==> src/common/light_prox_params.svh <==
// Constants for the interrupt status and result byte registers.
// Assumes an 8-bit register port addressed as the host sees it.
`ifndef LIGHT_PROX_PARAMS_SVH
`define LIGHT_PROX_PARAMS_SVH

// Register addresses
`define ADDR_IRQ_FLAGS 8'h21
`define ADDR_VIS_LO 8'h22
`define ADDR_VIS_HI 8'h23
`define ADDR_IR_LO 8'h24
`define ADDR_IR_HI 8'h25
`define ADDR_PS1_LO 8'h26
`define ADDR_PS1_HI 8'h27
`define ADDR_PS2_LO 8'h28
`define ADDR_PS2_HI 8'h29

// Field positions inside the interrupt status byte
`define BIT_CMD 5
`define BIT_PS3 4
`define BIT_PS2 3
`define BIT_PS1 2
`define ALS_HI 1
`define ALS_LO 0
`define FLAG_W 6

// Reset values and codes
`define RST_BYTE 8'h00
`define RST_WORD 16'h0000
`define RST_FLAGS 6'h00
`define COND_KEEP 2'h3

// Result slots in the result array
`define SLOT_VIS 0
`define SLOT_IR 1
`define SLOT_PS1 2
`define SLOT_PS2 3
`define SLOT_N 4

`endif

==> src/common/light_prox_pkg.sv <==
// Types shared by the status and result block.
// Assumes the params header is on the include path.
`default_nettype none

package light_prox_pkg;

  // Which measurement finished
  typedef enum logic [2:0] {
    CH_VIS,
    CH_IR,
    CH_PS1,
    CH_PS2,
    CH_PS3
  } meas_chan_t;

  // One completed measurement from the sequencer
  typedef struct packed {
    logic valid;
    meas_chan_t chan;
    logic [15:0] value;
    logic [1:0] als_code;
  } meas_t;

  // One register access from the serial register port
  typedef struct packed {
    logic wr;
    logic rd;
    logic [7:0] addr;
    logic [7:0] wdata;
  } reg_req_t;

endpackage : light_prox_pkg

`default_nettype wire

==> src/core/light_prox_irq_results.sv <==
// Interrupt status flags, interrupt line and 16-bit result byte registers.
// Assumes the serial register engine and the sequencer share clk_sys.
`include "light_prox_params.svh"
`default_nettype none

// Function
// RQ1 - Status byte: cmd bit5, proximity 4..2, ambient 1:0
// RQ2 - Interrupt when any enabled flag is set
// RQ3 - Policy 0: host writes one to clear
// RQ4 - Policy 1: auto clear, except condition 11
// RQ5 - Host reads results before next measurement
// RQ6 - Visible result at 0x22 low, 0x23 high
// RQ7 - Infrared result at 0x24 low, 0x25 high
// RQ8 - Proximity one result at 0x26, 0x27
// RQ9 - Proximity two low byte at 0x28
// RQ10 - All status and results reset to zero
// RQ11 - Proximity two high byte at 0x29
// RQ12 - Both bytes and flag update together
module light_prox_irq_results
  import light_prox_pkg::*;
(
  // Clock and reset
  input wire logic clk_sys,
  input wire logic arst_n,
  // Register port from the serial engine
  input wire reg_req_t reg_req,
  output logic [7:0] reg_rdata,
  // Sequencer events
  input wire meas_t meas,
  input wire logic cmd_done,
  input wire logic auto_clear,
  // Configuration held elsewhere
  input wire logic [5:0] irq_enable,
  input wire logic int_mode,
  input wire logic [1:0] proximity_irq_condition [3],
  // Host interrupt line
  output logic host_int
);

  // Flag storage, bits 7:6 are never stored
  logic [5:0] flags_r;
  logic [5:0] flags_nxt;
  // Result words: visible, infrared, proximity one, proximity two
  logic [15:0] res_r [`SLOT_N];
  logic [15:0] res_nxt [`SLOT_N];
  // Read data and interrupt level
  logic [7:0] rdata_r;
  logic [7:0] rdata_nxt;
  logic int_r;
  logic int_nxt;
  // Set and clear masks for this cycle
  logic [5:0] set_mask;
  logic [5:0] clr_mask;
  logic status_wr;

  // Status write strobe, shared by the host clear and the held-flag path
  assign status_wr = reg_req.wr && (reg_req.addr == `ADDR_IRQ_FLAGS);

  // Flag next value: events set, host or sequencer clears, set wins
  // A clear landing in the cycle of its own event must never lose the event
  always_comb begin
    set_mask = `RST_FLAGS;
    clr_mask = `RST_FLAGS;
    if (meas.valid) begin
      case (meas.chan)
        CH_VIS, CH_IR: set_mask[`ALS_HI:`ALS_LO] = meas.als_code; // [RQ1]
        CH_PS1: set_mask[`BIT_PS1] = 1'b1; // [RQ12]
        CH_PS2: set_mask[`BIT_PS2] = 1'b1; // [RQ12]
        CH_PS3: set_mask[`BIT_PS3] = 1'b1; // [RQ1]
        default: set_mask = `RST_FLAGS;
      endcase
    end
    if (cmd_done) begin
      set_mask[`BIT_CMD] = 1'b1; // [RQ1]
    end
    // Write one to a flag bit clears it
    if (status_wr) begin
      clr_mask = reg_req.wdata[5:0]; // [RQ3]
    end
    // Automatic policy clears all but proximity flags held by condition 11
    // A held proximity flag still answers a host write of one
    if (int_mode && auto_clear) begin
      clr_mask = {6{1'b1}}; // [RQ4]
      if (proximity_irq_condition[0] == `COND_KEEP) begin
        clr_mask[`BIT_PS1] = status_wr & reg_req.wdata[`BIT_PS1]; // [RQ4]
      end
      if (proximity_irq_condition[1] == `COND_KEEP) begin
        clr_mask[`BIT_PS2] = status_wr & reg_req.wdata[`BIT_PS2]; // [RQ4]
      end
      if (proximity_irq_condition[2] == `COND_KEEP) begin
        clr_mask[`BIT_PS3] = status_wr & reg_req.wdata[`BIT_PS3]; // [RQ4]
      end
    end
    flags_nxt = (flags_r & ~clr_mask) | set_mask; // [RQ3]
    // Line follows the next flags, so it drops in the very cycle a clear lands
    int_nxt = |(flags_nxt & irq_enable); // [RQ2]
  end

  // Result next value: host byte writes, measurement loads whole word
  // A host byte write on a channel that finishes in the same cycle is lost
  always_comb begin
    for (int i = 0; i < `SLOT_N; i++) begin
      res_nxt[i] = res_r[i];
    end
    // Host may overwrite a byte
    if (reg_req.wr) begin
      if (reg_req.addr == `ADDR_VIS_LO) begin
        res_nxt[`SLOT_VIS][7:0] = reg_req.wdata;
      end else if (reg_req.addr == `ADDR_VIS_HI) begin
        res_nxt[`SLOT_VIS][15:8] = reg_req.wdata;
      end else if (reg_req.addr == `ADDR_IR_LO) begin
        res_nxt[`SLOT_IR][7:0] = reg_req.wdata;
      end else if (reg_req.addr == `ADDR_IR_HI) begin
        res_nxt[`SLOT_IR][15:8] = reg_req.wdata;
      end else if (reg_req.addr == `ADDR_PS1_LO) begin
        res_nxt[`SLOT_PS1][7:0] = reg_req.wdata;
      end else if (reg_req.addr == `ADDR_PS1_HI) begin
        res_nxt[`SLOT_PS1][15:8] = reg_req.wdata;
      end else if (reg_req.addr == `ADDR_PS2_LO) begin
        res_nxt[`SLOT_PS2][7:0] = reg_req.wdata;
      end else if (reg_req.addr == `ADDR_PS2_HI) begin
        res_nxt[`SLOT_PS2][15:8] = reg_req.wdata;
      end
    end
    // A finished measurement replaces both bytes in one step, host must have read first
    if (meas.valid) begin
      case (meas.chan)
        CH_VIS: res_nxt[`SLOT_VIS] = meas.value; // [RQ12]
        CH_IR: res_nxt[`SLOT_IR] = meas.value; // [RQ12]
        CH_PS1: res_nxt[`SLOT_PS1] = meas.value; // [RQ12]
        CH_PS2: res_nxt[`SLOT_PS2] = meas.value; // [RQ12]
        // Channel three and unknown codes leave every word, and any host write, alone
        default: begin
        end
      endcase
    end
  end

  // Read data decode, unmapped addresses read zero
  // Reading has no side effect, so a repeated read returns the same byte
  always_comb begin
    rdata_nxt = rdata_r;
    if (reg_req.rd) begin
      if (reg_req.addr == `ADDR_IRQ_FLAGS) begin
        rdata_nxt = {2'h0, flags_r}; // [RQ1]
      end else if (reg_req.addr == `ADDR_VIS_LO) begin
        rdata_nxt = res_r[`SLOT_VIS][7:0]; // [RQ6]
      end else if (reg_req.addr == `ADDR_VIS_HI) begin
        rdata_nxt = res_r[`SLOT_VIS][15:8]; // [RQ6]
      end else if (reg_req.addr == `ADDR_IR_LO) begin
        rdata_nxt = res_r[`SLOT_IR][7:0]; // [RQ7]
      end else if (reg_req.addr == `ADDR_IR_HI) begin
        rdata_nxt = res_r[`SLOT_IR][15:8]; // [RQ7]
      end else if (reg_req.addr == `ADDR_PS1_LO) begin
        rdata_nxt = res_r[`SLOT_PS1][7:0]; // [RQ8]
      end else if (reg_req.addr == `ADDR_PS1_HI) begin
        rdata_nxt = res_r[`SLOT_PS1][15:8]; // [RQ8]
      end else if (reg_req.addr == `ADDR_PS2_LO) begin
        rdata_nxt = res_r[`SLOT_PS2][7:0]; // [RQ9]
      end else if (reg_req.addr == `ADDR_PS2_HI) begin
        rdata_nxt = res_r[`SLOT_PS2][15:8]; // [RQ11]
      end else begin
        rdata_nxt = `RST_BYTE;
      end
    end
  end

  // Flags and interrupt line, all zero out of reset
  always_ff @(posedge clk_sys or negedge arst_n) begin
    if (!arst_n) begin
      flags_r <= `RST_FLAGS; // [RQ10]
      int_r <= 1'b0; // [RQ10]
    end else begin
      flags_r <= flags_nxt;
      int_r <= int_nxt;
    end
  end

  // Result words, all zero out of reset
  always_ff @(posedge clk_sys or negedge arst_n) begin
    if (!arst_n) begin
      for (int i = 0; i < `SLOT_N; i++) begin
        res_r[i] <= `RST_WORD; // [RQ10]
      end
    end else begin
      for (int i = 0; i < `SLOT_N; i++) begin
        res_r[i] <= res_nxt[i];
      end
    end
  end

  // Read data holds until the next read strobe
  always_ff @(posedge clk_sys or negedge arst_n) begin
    if (!arst_n) begin
      rdata_r <= `RST_BYTE; // [RQ10]
    end else begin
      rdata_r <= rdata_nxt;
    end
  end

  // Outputs come straight from flip-flops
  assign reg_rdata = rdata_r;
  assign host_int = int_r;
endmodule : light_prox_irq_results

`default_nettype wire

==> config.mk <==
export PLATFORM = sky130hd
export DESIGN_NAME = light_prox_irq_results
export DESIGN_NICKNAME = d
export VERILOG_FILES = /design/src/common/light_prox_pkg.sv /design/src/core/light_prox_irq_results.sv
export VERILOG_INCLUDE_DIRS = /design/src /design/src/common
export SDC_FILE = /design/constraint.sdc
export NUM_CORES = 1
export LEC_CHECK = 0
export BUFFER_PORTS_ARGS = -buffer_cell sky130_fd_sc_hd__buf_2
export CORE_ASPECT_RATIO = 1.75
export CORE_UTILIZATION = 38
export DETAILED_ROUTE_END_ITERATION = 10
export GPL_TIMING_DRIVEN = 0
export HOLD_SLACK_MARGIN = 0.02
export PLACE_DENSITY = 0.61
export SLEW_MARGIN = 25
export SYNTH_ARGS = -nofsm -noshare
export SYNTH_HDL_FRONTEND = slang
export SYNTH_SLANG_ARGS = --single-unit
==> constraint.sdc <==
create_clock -name clk_sys -period 1.8 [get_ports clk_sys]
set_input_delay 0.27 -clock clk_sys [delete_from_list [all_inputs] [get_ports clk_sys]]
set_output_delay 0.27 -clock clk_sys [all_outputs]
set_load 0.01 [all_outputs]
# --- After elaboration in Yosys (flattened, before gate mapping) ---
# Cells that the tools add are included.
totals:
  in_bits: 57
  regBits: 79
  romBits: 0
  output_inout_bits: 9
  mem_bits_rw: 0
  latchBits: 0
  elab_cells: 79
  memories: 0
op_classes:
  n_reduce_logical: 5
  shift: 0
  n_lt_le_gt_ge: 0
  mul: 0
  addsub: 0
  muxes: 44
  div: 0
  eq_ne: 16
  bitwise_logic: 7
op_table:
  columns: ["operator", "count"]
  rows:
  - ["8-bit 2-to-1 mux", 21]
  - ["64-bit 2-to-1 mux", 2]
  - ["16-bit 2-to-1 mux", 6]
  - ["48-bit 2-to-1 mux", 2]
  - ["8-bit by 6-bit == test with 1-bit output (second input constant)", 9]
  - ["32-bit 2-to-1 mux", 2]
  - ["6-bit bitwise AND", 2]
  - ["6-bit 2-to-1 mux", 2]
  - ["1-bit 2-to-1 mux", 7]
  - ["2-bit == test (second input constant)", 3]
  - ["3-bit by 2-bit == test with 1-bit output (second input constant)", 2]
  - ["6-bit inverter", 1]
  - ["6-bit OR", 1]
  - ["6-bit OR reduction", 1]
  - ["5-bit 2-to-1 mux", 1]
  - ["1-bit bitwise AND", 3]
  - ["3-bit by 1-bit == test with 1-bit output (second input constant)", 1]
  - ["3-bit == test (second input constant)", 1]
  - ["3-bit zero test", 1]
  - ["1-bit logical AND", 2]
  - ["2-bit 2-to-1 mux", 1]
  - ["2-bit OR reduction", 1]

# --- Longest topological paths before layout ---
depth:
  word_depth: 12
  mapped_depth: 7
  depth_no_buf: 5

# --- Least setup slack after synthesis ---
# Ideal clock, no wire load.
synth_path:
  kind: "input-to-reg"
  start: "input reg_req[12] in the netlist's numbering"
  end: "register res_r[10] in the netlist's numbering"
  required_ns: 1.663
  path_slack_ns: 0.127
  setup_ns: 0.137
  path_stages: 5
  path_buffers: 0
  t_arrival_ns: 1.536
  path_cell_list: "nor4b_4 -> nand3_1 -> nor2_4 -> mux2i_1 -> a21oi_1"
synth_lines:
  columns: ["element", "line", "rtl"]
  rows:
  - ["start: declaration", "light_prox_irq_results.sv:26", "input wire reg_req_t reg_req,"]
  - ["end signal: indexed assignment", "light_prox_irq_results.sv:183", "res_r[i] <= `RST_WORD;"]
  - ["end signal: indexed assignment", "light_prox_irq_results.sv:187", "res_r[i] <= res_nxt[i];"]
  - ["end: declaration", "light_prox_irq_results.sv:44", "logic [15:0] res_r [`SLOT_N];"]

# --- Worst setup path in the final report ---
layout_path:
  start: "input reg_req[10] in the netlist's numbering"
  end: "register int_r (netlist: host_int)"
layout_via:
  elab_chain_len: 10
  elab_cells_between_ends: 15
  cone_classes: "eq/ne: 1; mux: 5; bitwise: 7; reduce/logical: 2"
layout_rtl:
  columns: ["element", "line", "rtl"]
  rows:
  - ["8-bit by 6-bit == test with 1-bit output (no line) *", null, null]
  - ["1-bit logical AND *", "light_prox_irq_results.sv:57", "assign status_wr = reg_req.wr && (reg_req.addr == `ADDR_IRQ_FLAGS);"]
  - ["1-bit bitwise AND", "light_prox_irq_results.sv:88", "clr_mask[`BIT_PS2] = status_wr & reg_req.wdata[`BIT_PS2];"]
  - ["1-bit 2-to-1 mux", "light_prox_irq_results.sv:87", "if (proximity_irq_condition[1] == `COND_KEEP) begin"]
  - ["6-bit 2-to-1 mux *", "light_prox_irq_results.sv:82", "if (int_mode && auto_clear) begin"]
  - ["6-bit inverter *", "light_prox_irq_results.sv:94", "flags_nxt = (flags_r & ~clr_mask) | set_mask;"]
  - ["6-bit bitwise AND *", "light_prox_irq_results.sv:94", null]
  - ["6-bit OR *", "light_prox_irq_results.sv:94", null]
  - ["named net flags_nxt[3]", "light_prox_irq_results.sv:42", "logic [5:0] flags_nxt;"]
  - ["6-bit bitwise AND *", "light_prox_irq_results.sv:96", "int_nxt = |(flags_nxt & irq_enable);"]
  - ["6-bit OR reduction *", "light_prox_irq_results.sv:96", null]
  - ["named net int_nxt", "light_prox_irq_results.sv:50", "logic int_nxt;"]
  - ["end signal: assignment", "light_prox_irq_results.sv:175", "int_r <= int_nxt;"]
  - ["end: declaration", "light_prox_irq_results.sv:49", "logic int_r;"]
# Mark *: on every way through the listed nets, which the timed path passes. The rest lies on a longest branch.
# A chain may end at the register's enable or synchronous reset.

==> impl_results.md <==
* Fin worst setup slack at -37.5 ps
* Crit path capture type: flip-flop
* Part of the power in combinational logic at 0.156
* Antenna Nets Post-Route at 0
* Crit path max-delay family: simple AND/OR/NAND/NOR gates
* Final setup fails at 1
* Wire length of the first global-routing pass at 24,000 um
* Max Cap Viol at 0
* Final Max Slew Viols at 0
* Gr usage total at 0.261
* Dpl hpwl at 11,800 um
* Finished Layout Cells at 736
* Final Skew at 4.60 ps
* Run status: finished with violations
* Fin crit share at 1.02
* GRT overflow at 0
* Mapped Nets at 579
* Sequence of cells on the critical path: buf_2 -> clkbuf_1 -> or2_2 -> clkbuf_1 -> nor4_2 -> o21ai_0 -> a22oi_1 -> nand3_1
* Worst-Skew Late Latency at 340 ps
* Slew HR at 0.612
* EDFF count, synth at 0
* Count of cell types in the netlist at 46
* CTS tree: built
* RSZ-0062 raised after global routing: yes
* Starting DRT DRC Count at 367
* Initial Util at 0.388
* Crit path DAT at 2060 ps
* Boundary Pins at 66
* Die height at 145 um
* Synthesized flop and latch total at 79
* # fillers at 1,142
* Area of the multi-input gates at 2330 um^2
* Psw at 1410 uW
* R2R Path Start: res_r[44]$_DFF_PN0_
* Post-synthesis sequential area ratio at 0.442
* Worst Setup SP: reg_req[10]
* Inserted Clock Buffers at 9
* Most frequent cell after synthesis: dfrtp_1
* Slew @ Worst Pin at 582 ps
* Crit path top cell by count: clkbuf_1
* WS Path Type: primary input to flip-flop
* Core Region at 11,500 um^2
* CP peak stage delay at 350 ps
* Post-Syn Area per Cell at 8.56 um^2
* Gp weighted congestion at 0.949
* HP Start: irq_enable[5]
* Synth top cells by count: 79 x dfrtp_1, 70 x o21ai_0, 65 x nand2_1
* Post-Syn Instances at 522
* Failing checks: design-rule violations, negative setup slack
* Ys flop type: dfrtp_1
* Fraction of layout cells with a size suffix above 1 at 0.175
* Max H-tree Level at 3
* Vias at 4,365
* Crit-path slowest cell: or2_2
* Min-Delay Path Class: primary input to flip-flop
* Net Sw Frac at 0.270
* Placed Cells at 718
* Seq pwr share at 0.442
* Internal Pwr Total at 3800 uW
* Largest net degree at the start of global routing at 42
* Area Overhead vs Synth at 20.5%
* WL/cell at 21.2 um
* Core Rows at 52
* Synth area leaders: dfrtp_1 44%, mux2i_1 9.6%, o21ai_0 7.8%
* Initial antenna violation count at 0
* Worst path required time at 2020 ps
* Pwr dens at 967 nW/um^2
* Vias in the first global route at 4,293
* Peak VDD IR at 479 uV
* Leakage power at 0.00235 uW
* Hold Slack at 165 ps
* FFs w/ async S/R, synth at 1.00
* Final Util at 0.468
* Die Span X at 84.0 um
* Ant diodes at 0
* Nets at 655
* Vias per cell at 5.93
* Root Driver: clkbuf_16
* Buffer and inverter count on the worst path at 3
* DIE AREA at 12,200 um^2
* Clock Path Buffers at 2
* Final Hold Fails at 0
* Port buffer count at 60
* Setup crit start kind: primary input
* Yosys top cell area share at 0.442
* Min cycle time layout at 1840 ps
* Reg area at 1980 um^2
* Clock share of power at 0.402
* Max Freq at 0.544 GHz
* DRC viols at 13
* Clk sinks at 79
* WL final at 15,600 um
* Area of the mapped netlist at 4470 um^2
* Area leader, netlist: dfrtp_1
* Worst-path fanout max at 10
* Clock-pin slew on the worst setup and hold paths at 60 ps
* Synth warnings at 0
* Drt pass-1 iters at 10
-- repair_timing --
item / 4_1_cts / 5_1_grt
setup endpoints to repair: 27 / 61
buffers inserted: 1 / 2
hold endpoints to repair: 38 / 0
hold buffers: 1 / 0
gates resized for setup: 3 / 20
pin swaps: 1 / 2
-- routing by layer --
| layer | up-vias | part of all wire | wire [um] | global-route usage |
|---|---|---|---|---|
| met2 | 186 | 0.53 | 8270 | 0.470 |
| met4 | 0 | 0.060 | 931 | 0.177 |
| met3 | 58 | 0.050 | 782 | 0.0437 |
| met5 | - | 0 | 0 | 0 |
| li1 | 2018 | - | - | - |
| met1 | 2103 | 0.36 | 5600 | 0.274 |
-- registers in the layout, indices dropped and copies added, names as in the netlist --
| register | count |
|---|---|
| flags_r | 6 |
| res_r | 64 |
| reg_rdata | 8 |
| host_int | 1 |
-- cell type report --
type	instances	share of cell area
plain buffers	37	0.0288
well taps	135	0.0314
clock inverters	4	0.0177
repair buffers	65	0.0683
multi-input cells	391	0.432
inverters	15	0.0105
flip-flops and latches	79	0.367
clock buffers	10	0.0444
-- worst reg2reg max path: stages (launching register included) --
cell	delay, ps
dfrtp_1	390
mux2_2	290
o221ai_1	170
o21ai_0	180
a31oi_1	200
o22ai_1	90
-- worst paths after layout --
kind                       depth (start not counted)                       end  slack (ps)
setup / recovery                                   8        host_int$_DFF_PN0_         -40
hold / removal                                     3        host_int$_DFF_PN0_         170
setup reg to reg                                   5  reg_rdata[4]$_DFFE_PN0P_         340
hold reg to reg                                    2  reg_rdata[4]$_DFFE_PN0P_         530
max in group asynchronous                          3        res_r[7]$_DFF_PN0_         740
min in group asynchronous                          2      flags_r[4]$_DFF_PN0_         440
-- power groups by stage --
stage | sequential, uW | clock (uW) | combinational (uW)
finish | 2300 | 2100 | 811
global route | 2330 | 2180 | 906
CTS | 2290 | 2120 | 797
detailed placement | 2320 | 0 | 792
global placement | 2310 | 0 | 766
floorplan | 2240 | 0 | 492
-- logic make-up (layout without fill, tap and decap cells) --
kind of cell | Yosys count | after routing | share of synthesized area
mux | 45 | 45 | 0.101
simple gates | 180 | 180 | 0.195
flops | 79 | 79 | 0.442
buf+inv | 52 | 131 | 0.0448
compound gates | 166 | 166 | 0.216
-- placed cells by master (no fill, tap or decap), types with 3 or more instances in the layout --
| master | netlist | layout |
|---|---|---|
| clkbuf_2 | 0 | 8 |
| nand2b_1 | 11 | 11 |
| nand3b_1 | 3 | 3 |
| nand3_1 | 13 | 12 |
| clkbuf_16 | 0 | 9 |
| nand2_1 | 65 | 65 |
| o221ai_1 | 8 | 8 |
| o21ai_0 | 70 | 70 |
| dfrtp_1 | 79 | 79 |
| nor4_1 | 5 | 3 |
| nand4_1 | 6 | 6 |
| clkbuf_1 | 31 | 23 |
| a221oi_1 | 4 | 4 |
| nor2_1 | 51 | 50 |
| a31oi_1 | 5 | 5 |
| a21oi_1 | 50 | 50 |
| buf_4 | 0 | 3 |
| nor2b_1 | 6 | 6 |
| mux2i_1 | 43 | 43 |
| o22ai_1 | 5 | 5 |
| nor2_4 | 2 | 3 |
| buf_2 | 4 | 64 |
| bufinv_16 | 0 | 3 |
| a22oi_1 | 7 | 7 |
| inv_1 | 15 | 15 |
| o2111ai_1 | 3 | 3 |
-- through the flow --
stage,area [um^2],total power [uW],setup WS (ps),setup TNS (ps)
floorplan,4470,2730,127,0
global placement,4940,3070,-483,-32120
detailed placement,4960,3110,-501,-24260
CTS,5320,5200,-29.3,-142
global route,5390,5410,-67.7,-118
finish,5390,5210,-37.5,-37.5
Power figures use the tool's default switching activity.
